`config.mk`:
```
export PLATFORM = sky130hd
export DESIGN_NAME = afe_setup_core
export DESIGN_NICKNAME = d
export VERILOG_FILES = /design/src/hw/afe_reg_shift.v /design/src/hw/afe_por_timer.v /design/src/hw/afe_setup_core.v
export VERILOG_INCLUDE_DIRS = /design/src /design/src/inc
export SDC_FILE = /design/constraint.sdc
export NUM_CORES = 1
export LEC_CHECK = 0
export BUFFER_PORTS_ARGS = -buffer_cell sky130_fd_sc_hd__buf_2
export CELL_PAD_IN_SITES_DETAIL_PLACEMENT = 1
export CELL_PAD_IN_SITES_GLOBAL_PLACEMENT = 1
export CORE_MARGIN = 3
export CORE_UTILIZATION = 25
export CTS_CLUSTER_SIZE = 24
export DETAILED_ROUTE_END_ITERATION = 8
export PLACE_DENSITY = 0.56
export SLEW_MARGIN = 30
export SYNTH_ARGS = -nofsm -noshare
export SYNTH_HDL_FRONTEND = slang
export SYNTH_SLANG_ARGS = --single-unit
```
`constraint.sdc`:
```
create_clock -name sys_clk -period 4.9 [get_ports sys_clk]
set_input_delay 0 -clock sys_clk [delete_from_list [all_inputs] [get_ports sys_clk]]
set_output_delay 0 -clock sys_clk [all_outputs]
set_load 0.005 [all_outputs]
```
`src/inc/afe_defs.vh`:
```
`ifndef AFE_DEFS_VH
`define AFE_DEFS_VH
// register write command: opcode in the top three bits, address in the next five bits
`define AFE_CMD_WRITE         3'h2
`define AFE_ADDR_FIRST_SETUP  5'h01
`define AFE_ADDR_THIRD_SETUP  5'h03
`define AFE_ADDR_EOFF_CTRL    5'h04
`define AFE_ADDR_CH4_SET      5'h08
`define AFE_ADDR_CH5_SET      5'h09
`define AFE_ADDR_LD_POS_SENSE 5'h0D
`define AFE_ADDR_LD_NEG_SENSE 5'h0E
`define AFE_ADDR_EOFF_POS     5'h0F
`define AFE_ADDR_EOFF_NEG     5'h10
`define AFE_ADDR_PACE         5'h15
`define AFE_ADDR_FOURTH_SETUP 5'h17
// field positions
`define AFE_EOFF_THR_HI       7
`define AFE_EOFF_THR_LO       5
`define AFE_EOFF_MODE_BIT     4
`define AFE_C3_PWR_LD         2
`define AFE_C3_REF_INT        3
`define AFE_C3_MEAS_LD        4
`define AFE_C3_NIB_OK         4'hC
`define AFE_C3_BIT6           6
`define AFE_C4_COMP_ON        1
`define AFE_CH_PD_BIT         7
`define AFE_MUX_LD_TO_NEG     4'h7
`define AFE_MUX_LD_MEAS       4'h2
`define AFE_PACE_PWR_BIT      0
`define AFE_PACE_SEL_HI       4
`define AFE_PACE_SEL_LO       1
// reset values
`define AFE_RST_THIRD_SETUP   8'h40
`define AFE_RST_OTHER         8'h00
// power-up timing in master clock periods
`define AFE_POR_LOG2          16
`define AFE_RST_MIN_CLK       2
`endif

```
`src/hw/afe_reg_shift.v`:
```
`timescale 1ns/100ps
`include "afe_defs.vh"
// serial word assembler: 16-bit command words, MSB first, framed by csActiveN
module afe_reg_shift #(
  parameter WIDTH = 16
) (
  input  wire             sys_clk,
  input  wire             srst,
  input  wire             csActiveN,
  input  wire             sclkRise,
  input  wire             sdIn,
  output reg              wordValid,
  output reg  [WIDTH-1:0] wordData
);
  reg [WIDTH-1:0] shift_reg;
  reg [4:0]       count_reg;

  // bits collected only inside a frame; frame end discards a partial word
  always @(posedge sys_clk) begin
    wordValid <= 1'b0;
    if (srst || csActiveN) begin
      count_reg <= 5'h00;
      shift_reg <= {WIDTH{1'b0}};
    end else if (sclkRise) begin
      shift_reg <= {shift_reg[WIDTH-2:0], sdIn};
      if (count_reg == WIDTH - 1) begin
        count_reg <= 5'h00;
        wordValid <= 1'b1;
        wordData  <= {shift_reg[WIDTH-2:0], sdIn};
      end else begin
        count_reg <= count_reg + 5'h01;
      end
    end
  end
endmodule // afe_reg_shift

```
`src/hw/afe_por_timer.v`:
```
`timescale 1ns/100ps
`include "afe_defs.vh"
// counts master clock periods since srst and checks reset pulse width
module afe_por_timer #(
  parameter POR_CYCLES = 65536,
  parameter RST_CYCLES = 2
) (
  input  wire sys_clk,
  input  wire srst,
  input  wire resetInN,
  output reg  porDone,
  output reg  resetTaken,
  output reg  seqError
);
  reg [16:0] porCnt_reg;
  reg [3:0]  lowCnt_reg;

  // early or short reset pulses are flagged, never silently accepted
  always @(posedge sys_clk) begin
    resetTaken <= 1'b0;
    if (srst) begin
      porCnt_reg <= 17'h00000;
      lowCnt_reg <= 4'h0;
      porDone    <= 1'b0;
      seqError   <= 1'b0;
    end else begin
      if (!porDone) begin
        porCnt_reg <= porCnt_reg + 17'h00001;
        if (porCnt_reg == POR_CYCLES - 1)
          porDone <= 1'b1;
      end
      if (!resetInN) begin
        if (lowCnt_reg != 4'hF)
          lowCnt_reg <= lowCnt_reg + 4'h1;
        if (!porDone)
          seqError <= 1'b1;
      end else begin
        lowCnt_reg <= 4'h0;
        if (lowCnt_reg != 4'h0) begin
          if (lowCnt_reg >= RST_CYCLES)
            resetTaken <= 1'b1;
          else
            seqError <= 1'b1;
        end
      end
    end
  end
endmodule // afe_por_timer

```
`src/hw/afe_setup_core.v`:
```
`timescale 1ns/100ps
`include "afe_defs.vh"
module afe_setup_core #(
  parameter POR_CYCLES = 65536,
  parameter RST_CYCLES = `AFE_RST_MIN_CLK,
  parameter CH_COUNT   = 8
) (
  input  wire                sys_clk,
  input  wire                srst,
  input  wire                resetInN,
  input  wire                csActiveN,
  input  wire                sclkIn,
  input  wire                sdIn,
  input  wire [CH_COUNT-1:0] posAboveHi,
  input  wire [CH_COUNT-1:0] negBelowLo,
  output reg                 deviceReady,
  output reg                 convTrusted,
  output reg                 seqError,
  output reg  [2:0]          compThreshold,
  output reg                 dcResistorMode,
  output reg                 compEnable,
  output reg  [CH_COUNT-1:0] posSenseEnable,
  output reg  [CH_COUNT-1:0] negSenseEnable,
  output reg  [CH_COUNT-1:0] legDrivePosSel,
  output reg  [CH_COUNT-1:0] legDriveNegSel,
  output reg                 legDriveAmpOn,
  output reg                 legDriveRefInternal,
  output reg                 legDriveMeasure,
  output reg                 ch4LegDriveToNeg,
  output reg                 ch5LegDriveMeasure,
  output reg                 pacingAmpPowerdown,
  output reg  [1:0]          paceOddSel,
  output reg  [1:0]          paceEvenSel,
  output reg  [15:0]         statusWord
);
  ////////////////////////////////////////////////////////////////////////
  // serial clock edge detect and word assembly
  reg             sclkLast_reg;
  wire            sclkRise = sclkIn & ~sclkLast_reg;
  wire            wordValid;
  wire [15:0]     wordData;
  wire            porDone;
  wire            resetTaken;
  wire            timerError;

  always @(posedge sys_clk) begin
    if (srst)
      sclkLast_reg <= 1'b0;
    else
      sclkLast_reg <= sclkIn;
  end

  afe_reg_shift #(
    .WIDTH     (16)
  ) u_shift (
    .sys_clk   (sys_clk),
    .srst      (srst),
    .csActiveN (csActiveN),
    .sclkRise  (sclkRise),
    .sdIn      (sdIn),
    .wordValid (wordValid),
    .wordData  (wordData)
  );

  // watches the host's clock-start wait and reset pulse width
  afe_por_timer #(
    .POR_CYCLES (POR_CYCLES),
    .RST_CYCLES (RST_CYCLES)
  ) u_por (
    .sys_clk    (sys_clk),
    .srst       (srst),
    .resetInN   (resetInN),
    .porDone    (porDone),
    .resetTaken (resetTaken),
    .seqError   (timerError)
  );

  ////////////////////////////////////////////////////////////////////////
  // register storage
  reg [7:0] firstSetup_reg;
  reg [7:0] thirdSetup_reg;
  reg [7:0] fourthSetup_reg;
  reg [7:0] eoffCtrl_reg;
  reg [7:0] eoffPos_reg;
  reg [7:0] eoffNeg_reg;
  reg [7:0] ldPos_reg;
  reg [7:0] ldNeg_reg;
  reg [7:0] channel_four_settings_reg_reg;
  reg [7:0] channel_five_settings_reg_reg;
  reg [7:0] pace_reg;
  reg       resetSeen_reg;
  reg       firstWritten_reg;

  wire       isWrite = wordValid && (wordData[15:13] == `AFE_CMD_WRITE) && resetSeen_reg;
  wire [4:0] wAddr   = wordData[12:8];
  wire [7:0] wData   = wordData[7:0];

  // writes only count once a valid reset pulse has been seen
  always @(posedge sys_clk) begin
    if (srst || resetTaken) begin
      firstSetup_reg   <= `AFE_RST_OTHER;
      thirdSetup_reg   <= `AFE_RST_THIRD_SETUP;
      fourthSetup_reg  <= `AFE_RST_OTHER;
      eoffCtrl_reg     <= `AFE_RST_OTHER;
      eoffPos_reg      <= `AFE_RST_OTHER;
      eoffNeg_reg      <= `AFE_RST_OTHER;
      ldPos_reg        <= `AFE_RST_OTHER;
      ldNeg_reg        <= `AFE_RST_OTHER;
      channel_four_settings_reg_reg       <= `AFE_RST_OTHER;
      channel_five_settings_reg_reg       <= `AFE_RST_OTHER;
      pace_reg         <= `AFE_RST_OTHER;
      firstWritten_reg <= 1'b0;
      resetSeen_reg    <= resetTaken;
    end else if (isWrite) begin
      if (wAddr == `AFE_ADDR_FIRST_SETUP) begin
        firstSetup_reg   <= wData;
        firstWritten_reg <= 1'b1;
      end else if (wAddr == `AFE_ADDR_THIRD_SETUP) begin
        thirdSetup_reg <= wData;
      end else if (wAddr == `AFE_ADDR_FOURTH_SETUP) begin
        fourthSetup_reg <= wData;
      end else if (wAddr == `AFE_ADDR_EOFF_CTRL) begin
        eoffCtrl_reg <= wData;
      end else if (wAddr == `AFE_ADDR_EOFF_POS) begin
        eoffPos_reg <= wData;
      end else if (wAddr == `AFE_ADDR_EOFF_NEG) begin
        eoffNeg_reg <= wData;
      end else if (wAddr == `AFE_ADDR_LD_POS_SENSE) begin
        ldPos_reg <= wData;
      end else if (wAddr == `AFE_ADDR_LD_NEG_SENSE) begin
        ldNeg_reg <= wData;
      end else if (wAddr == `AFE_ADDR_CH4_SET) begin
        channel_four_settings_reg_reg <= wData;
      end else if (wAddr == `AFE_ADDR_CH5_SET) begin
        channel_five_settings_reg_reg <= wData;
      end else if (wAddr == `AFE_ADDR_PACE) begin
        pace_reg <= wData;
      end
    end
  end

  ////////////////////////////////////////////////////////////////////////
  // decode helpers
  function nibbleOk;
    input [7:0] v;
    begin
      nibbleOk = (v[3:0] == `AFE_C3_NIB_OK);
    end
  endfunction

  function [CH_COUNT-1:0] widen;
    input [7:0] v;
    begin
      widen = v[CH_COUNT-1:0];
    end
  endfunction

  wire [CH_COUNT-1:0] posOff = posAboveHi & posSenseEnable;
  wire [CH_COUNT-1:0] negOff = negBelowLo & negSenseEnable;

  ////////////////////////////////////////////////////////////////////////
  // registered control outputs; every output straight from a flip-flop
  always @(posedge sys_clk) begin
    if (srst) begin
      deviceReady         <= 1'b0;
      convTrusted         <= 1'b0;
      seqError            <= 1'b0;
      compThreshold       <= 3'h0;
      dcResistorMode      <= 1'b0;
      compEnable          <= 1'b0;
      posSenseEnable      <= {CH_COUNT{1'b0}};
      negSenseEnable      <= {CH_COUNT{1'b0}};
      legDrivePosSel      <= {CH_COUNT{1'b0}};
      legDriveNegSel      <= {CH_COUNT{1'b0}};
      legDriveAmpOn       <= 1'b0;
      legDriveRefInternal <= 1'b0;
      legDriveMeasure     <= 1'b0;
      ch4LegDriveToNeg    <= 1'b0;
      ch5LegDriveMeasure  <= 1'b0;
      pacingAmpPowerdown  <= 1'b1;
      paceOddSel          <= 2'h0;
      paceEvenSel         <= 2'h0;
      statusWord          <= 16'h0000;
    end else begin
      deviceReady <= porDone;
      convTrusted <= resetSeen_reg && firstWritten_reg;
      // sticky until srst, so a one-cycle early word is not lost
      seqError    <= seqError | timerError | (wordValid && !resetSeen_reg);
      // threshold field drives only the compThreshold output
      compThreshold  <= eoffCtrl_reg[`AFE_EOFF_THR_HI:`AFE_EOFF_THR_LO];
      dcResistorMode <= eoffCtrl_reg[`AFE_EOFF_MODE_BIT];
      compEnable     <= fourthSetup_reg[`AFE_C4_COMP_ON];
      posSenseEnable <= widen(eoffPos_reg);
      negSenseEnable <= widen(eoffNeg_reg);
      legDrivePosSel <= widen(ldPos_reg);
      legDriveNegSel <= widen(ldNeg_reg);
      // amp is only on with the full nibble pattern, not a stray bit
      legDriveAmpOn       <= nibbleOk(thirdSetup_reg) && thirdSetup_reg[`AFE_C3_BIT6];
      legDriveRefInternal <= thirdSetup_reg[`AFE_C3_REF_INT];
      legDriveMeasure     <= nibbleOk(thirdSetup_reg) && thirdSetup_reg[`AFE_C3_MEAS_LD];
      ch4LegDriveToNeg    <= channel_four_settings_reg_reg[`AFE_CH_PD_BIT] && (channel_four_settings_reg_reg[3:0] == `AFE_MUX_LD_TO_NEG);
      ch5LegDriveMeasure  <= (channel_five_settings_reg_reg[3:0] == `AFE_MUX_LD_MEAS);
      // pace: bit 0 high powers the amps; 0x15 gives ch5 odd, ch6 even
      pacingAmpPowerdown  <= ~pace_reg[`AFE_PACE_PWR_BIT];
      paceEvenSel         <= pace_reg[4:3];
      paceOddSel          <= pace_reg[2:1];
      // status: 4-bit marker, then positive and negative electrode-off flags
      statusWord <= {4'hC, posOff[7:0] & {8{compEnable}}, negOff[3:0] & {4{compEnable}}};
    end
  end
endmodule // afe_setup_core

```
Yosys cells after proc, flatten, opt, wreduce, memory -nomap -nowiden
Index checks and enable logic that the tools add are counted.
Storage, ports and cells
  register bits: 196
  input port bits: 22
  output and inout port bits: 66
  word-level logic and storage cells: 127
Operators by class
  add/sub/neg operators: 3
  order comparisons: 1
  equality and inequality tests: 21
  mux-type cells: 10
  bitwise operators: 23
  reduce and logical (&&, ||, !) cells: 27
Operators with widths (number)
  5-bit by 4-bit equality test with 1-bit output (second input constant): 6
  17-bit by 1-bit adder with 17-bit output (second input constant): 1
  17-bit by 16-bit equality test with 1-bit output (second input constant): 1
  8-bit AND: 2
  16-bit two-way mux: 1
  1-bit inverter: 16
  5-bit equality test (second input constant): 3
  12-bit AND reduction: 1
  11-bit AND reduction: 1
  10-bit AND reduction: 1
  3-bit AND reduction: 3
  9-bit AND reduction: 1
  4-bit AND: 2
  1-bit two-way mux: 8
  8-bit AND reduction: 1
  1-bit logical AND: 7
  7-bit AND reduction: 1
  6-bit AND reduction: 1
  5-bit by 1-bit adder with 5-bit output (second input constant): 1
  5-bit by 1-bit equality test with 1-bit output (second input constant): 1
  5-bit by 2-bit equality test with 1-bit output (second input constant): 1
  5-bit by 3-bit equality test with 1-bit output (second input constant): 1
  5-bit two-way mux: 1
  5-bit AND reduction: 1
  18 further kinds: 22

Logic depth before layout (Yosys ltp)
  depth after elaboration: 4
  gate-level depth with buffers: 8
  gate-level depth less buffers: 8

By module
Synthesis repeated with hierarchy kept, for this count alone.
Unflattened totals
  cells, all modules: 579
  area, all modules: 6493.7 um^2
By module, submodules not included
  afe_setup_core: times used 1, cells an instance 364, area each 4072.7 um^2, sequential area each 2472.4 um^2
  afe_reg_shift: times used 1, cells an instance 89, area each 1266.2 um^2, sequential area each 900.9 um^2
  afe_por_timer: times used 1, cells an instance 126, area each 1154.9 um^2, sequential area each 480.5 um^2

Worst setup path before layout
No wires, ideal clock.
  path type: register -> register
  from: reg u_shift.count_reg[0]
  to: reg u_shift.wordData[0] (enable)
  setup time: 409 ps
  data arrival time: 1801 ps
  data required time: 4491 ps
  setup slack: 2690 ps
  cell stages (with the launch flop): 4
  buffers on the path: 0
  period minus slack after synthesis: 2210 ps
  cells stage by stage: dfxtp_1 ha_1 nand4_1 nor3_1
Between the ends
  cells in the longest elaborated chain, start to end: 2
RTL lines
  start: declaration: line afe_reg_shift.v:16  | reg [4:0] count_reg;
  start signal: assignment: line afe_reg_shift.v:31  | count_reg <= count_reg + 5'h01;
  5-bit by 4-bit equality test with 1-bit output: line afe_reg_shift.v:26  | if (count_reg == WIDTH - 1) begin
  3-bit AND reduction (no line)
  end signal: assignment: line afe_reg_shift.v:29  | wordData <= {shift_reg[WIDTH-2:0], sdIn};
  end: declaration: line afe_reg_shift.v:13  | output reg [WIDTH-1:0] wordData
Every way passes these cells.
A chain may end at the register's enable or synchronous reset.

Final worst setup path
  from: reg sclkLast_reg
  to: reg u_shift.wordData[10] (enable)
Between the ends
  cells in the longest elaborated chain, start to end: 3
RTL lines
  start: declaration: line afe_setup_core.v:38  | reg sclkLast_reg;
  start signal: assignment: line afe_setup_core.v:50  | sclkLast_reg <= sclkIn;
  1-bit inverter: line afe_setup_core.v:39  | wire sclkRise = sclkIn & ~sclkLast_reg;
  1-bit AND: line afe_setup_core.v:39
  3-bit AND reduction (no line)
Every way passes these cells.

==> impl_results.md <==
- Outcome: finished, final reports clean
- Fin Hold WS: 0.1090 ns
- Total placed instance area: 7020 um^2
- Clock slew at reported path FFs: 0.07 ns
- Synth area leaders: dfxtp_1 53%, mux2i_1 9.2%, edfxtp_1 8.1%, nor2_1 5.5%, nor2b_1 5.0%
- Mapped cell area: 6327 um^2
- Cell Rows: 57
- Reg-to-reg critical path startpoint: sclkLast_reg$_SDFF_PP0_
- Final ANT Viol Nets: 0
- Critical Path End Type: register
- Core footprint: 24600 um^2
- Vias per inst: 4.214
- Reg2reg end: u_shift.wordData[10]$_DFFE_PP_
- Die height: 165.1 um
- CTS Buf Count: 17
- Cells along the critical path: nor2b_1 -> buf_4 -> nand4_1 -> nor3_4
- Pin count of the biggest net entering global routing: 61
- Nets@finish: 705
- Area growth from synthesis to layout: 23.29%
- Yosys top cell by area: dfxtp_1
- Max-Slew Margin vs Limit: 0.5178
- Final Util: 0.3171
- Final worst slack: 3.006 ns
- Slew Limit Fails: 0
- Min-delay src: srst
- Syn Inst Count: 591
- CTS tree: done
- Total power: 3.008 mW
- Post-route insts no fill: 1014
- Drt initial violations: 153
- Lkg Pwr: 3.365 nW
- Fin. Hold Viols: 0
- Max-Cap Viols: 0
- Number of flip-flops under the largest register name: 17
- Vias in the first global route: 4473
- DIE WIDTH: 165.1 um
- Worst Reg-to-Reg Cells: 4
- I/O Buffers: 81
- FMAX: 528.0 MHz
- Reg area: 3854 um^2
- H-tree depth: 4
- Setup WS pre-CTS: 2.912 ns
- Cell Pwr Density: 385.5 nW/um^2
- Commonest non-fill, non-tap cell in the layout: dfxtp_1
- Synth warn: 0
- Syn_area_per_cell: 10.71 um^2
- Worst reg2reg setup slack: 3.01 ns
- Hold depth: 3
- GR Overflow Total: 0
- Hold EP: negSenseEnable[5]$_SDFF_PP0_
- HPWL after detailed placement: 9706 um
- Post-synth top area share: 0.5284
- CP arrival: 1.95 ns
- Largest stage delay, worst path: 0.61 ns
- Commonest cells after routing, fill and taps aside: 167 x dfxtp_1, 93 x nor2_1, 81 x buf_2, 58 x mux2i_1, 51 x nor2b_1
- Vias after detailed routing: 4273
- Clk_skew: 0.008924 ns
- Final period util: 0.3865
- Initial antenna violation count: 0
- Post-Route WL: 14330 um
- Worst skew pair latency: 0.43 ns
- First-pass GRT wire length: 23040 um
- Crit-path slowest cell: nor3_4
- Drt first pass iters: 4
- Post-CTS Setup Bufs: 0
- Min-delay worst type: in2reg
- VDD IR max: 0.2270 mV
- #FFs+latches synth: 184
- Gp weighted congestion: 0.7001
- Setup TNS Final: 0 ns
- Final Setup Violations: 0
- Number of fill cells in the layout: 2760
- Least-Margin Pin Slew: 0.7218 ns
- Clock Tree Buf Depth: 2
- Area taken by multi-input logic gates: 2311 um^2
- Full die area: 27250 um^2
- Critical path class: reg2reg
- CTS Sinks: 184
- CTS resizes: 0
- Fin area: 7801 um^2
- Total track usage: 0.1098
- Share of post-route cells with drive strength above 1: 0.1841
- Avg WL per Cell: 14.13 um
- Starting Density: 0.2572
- Max FO, Critical Path: 20
- RSZ-0062 raised after global routing: false
- Worst setup SP type: register
- Crit path required time: 4.96 ns
- Final min period: 1.894 ns
- N_diodes: 0
- CTS root buffer: clkbuf_16
- Top-Level Pins: 88
- DRC violations left: 0
- Post-synthesis sequential area ratio: 0.6091
- Dpl cells: 966
- Yosys cell types: 40
==> cell usage after synthesis (all sizes together) <==
| library cell | instances |
|---|---|
| buf | 12 |
| nand2 | 36 |
| ha | 6 |
| nand4b | 1 |
| a41oi | 1 |
| inv | 6 |
| mux2 | 1 |
| and3 | 15 |
| and3b | 1 |
| or3 | 1 |
| and4 | 6 |
| and4bb | 1 |
| nand3b | 1 |
| clkbuf | 22 |
| nand3 | 11 |
| and2 | 3 |
| a21oi | 22 |
| conb | 1 |
| a31oi | 1 |
| xnor2 | 7 |
| nor3 | 9 |
| xor2 | 9 |
| nor2b | 51 |
| nor4b | 2 |
| dfxtp | 167 |
| or2 | 2 |
| edfxtp | 17 |
| a2111oi | 1 |
| mux2i | 58 |
| nand2b | 4 |
| nand4 | 16 |
| o21ai | 4 |
| a31o | 1 |
| nor2 | 93 |
| nor4 | 2 |
==> layout make-up <==
class	instances	area share
sequential	184	0.4940
multi-input combinational	368	0.2962
timing repair buffer	100	0.07538
clock buffer	18	0.05630
tap	324	0.05196
clock inverter	14	0.02326
inverter	6	0.002887
==> metal layers <==
| layer | global-route usage | routed length (um) | share of wire | vias to the layer above |
|---|---|---|---|---|
| li1 | - | - | - | 2152 |
| met1 | 0.1286 | 6536 | 0.46 | 2042 |
| met2 | 0.1940 | 7114 | 0.50 | 59 |
| met3 | 0.02494 | 435 | 0.030 | 20 |
| met4 | 0.04346 | 240 | 0.017 | 0 |
| met5 | 0 | 0 | 0 | - |
==> critical path, delay by kind of cell (launching register included) <==
family                 cells  cell delay [ns]
buffers and inverters      1             0.26
flip-flops                 1             0.31
AND/OR/NAND/NOR            3             0.96
==> power breakdown <==
| part | internal, mW | switching [mW] | leakage, nW |
|---|---|---|---|
| sequential | 1.52 | 0.00610 | 1.50 |
| clock | 0.791 | 0.623 | 0.307 |
| combinational | 0.0250 | 0.0417 | 1.56 |
==> what timing repair did <==
item,4_1_cts,5_1_grt
endpoints found under the setup margin,0,0
endpoints found under the hold margin,24,0
hold buffers,16,0
==> how the worst max path moves through the flow <==
stage / startpoint / cells after the start / end / slack [ns]
floorplan: u_shift.count_reg[0]$_SDFFE_PP0P_ / 3 / u_shift.wordData[0]$_DFFE_PP_ / 2.69
detailed placement: srst / 4 / u_shift.wordData[10]$_DFFE_PP_ / 2.91
CTS: sclkLast_reg$_SDFF_PP0_ / 4 / u_shift.wordData[10]$_DFFE_PP_ / 2.95
global route: sclkLast_reg$_SDFF_PP0_ / 4 / u_shift.wordData[10]$_DFFE_PP_ / 2.82
global placement: srst / 4 / u_shift.wordData[10]$_DFFE_PP_ / 2.60
finish: sclkLast_reg$_SDFF_PP0_ / 4 / u_shift.wordData[10]$_DFFE_PP_ / 3.01
==> cell families after synthesis <==
group           count (synthesis)  synth area share
other cells                     1         0.0005927
compound gates                 30           0.02571
mux                            59           0.09353
flops                         184            0.6091
simple gates                  255            0.2086
xor+xnor                       16           0.02215
buf+inv                        40           0.02847
fa+ha+maj                       6           0.01186
(Power assumes the default switching activity.)
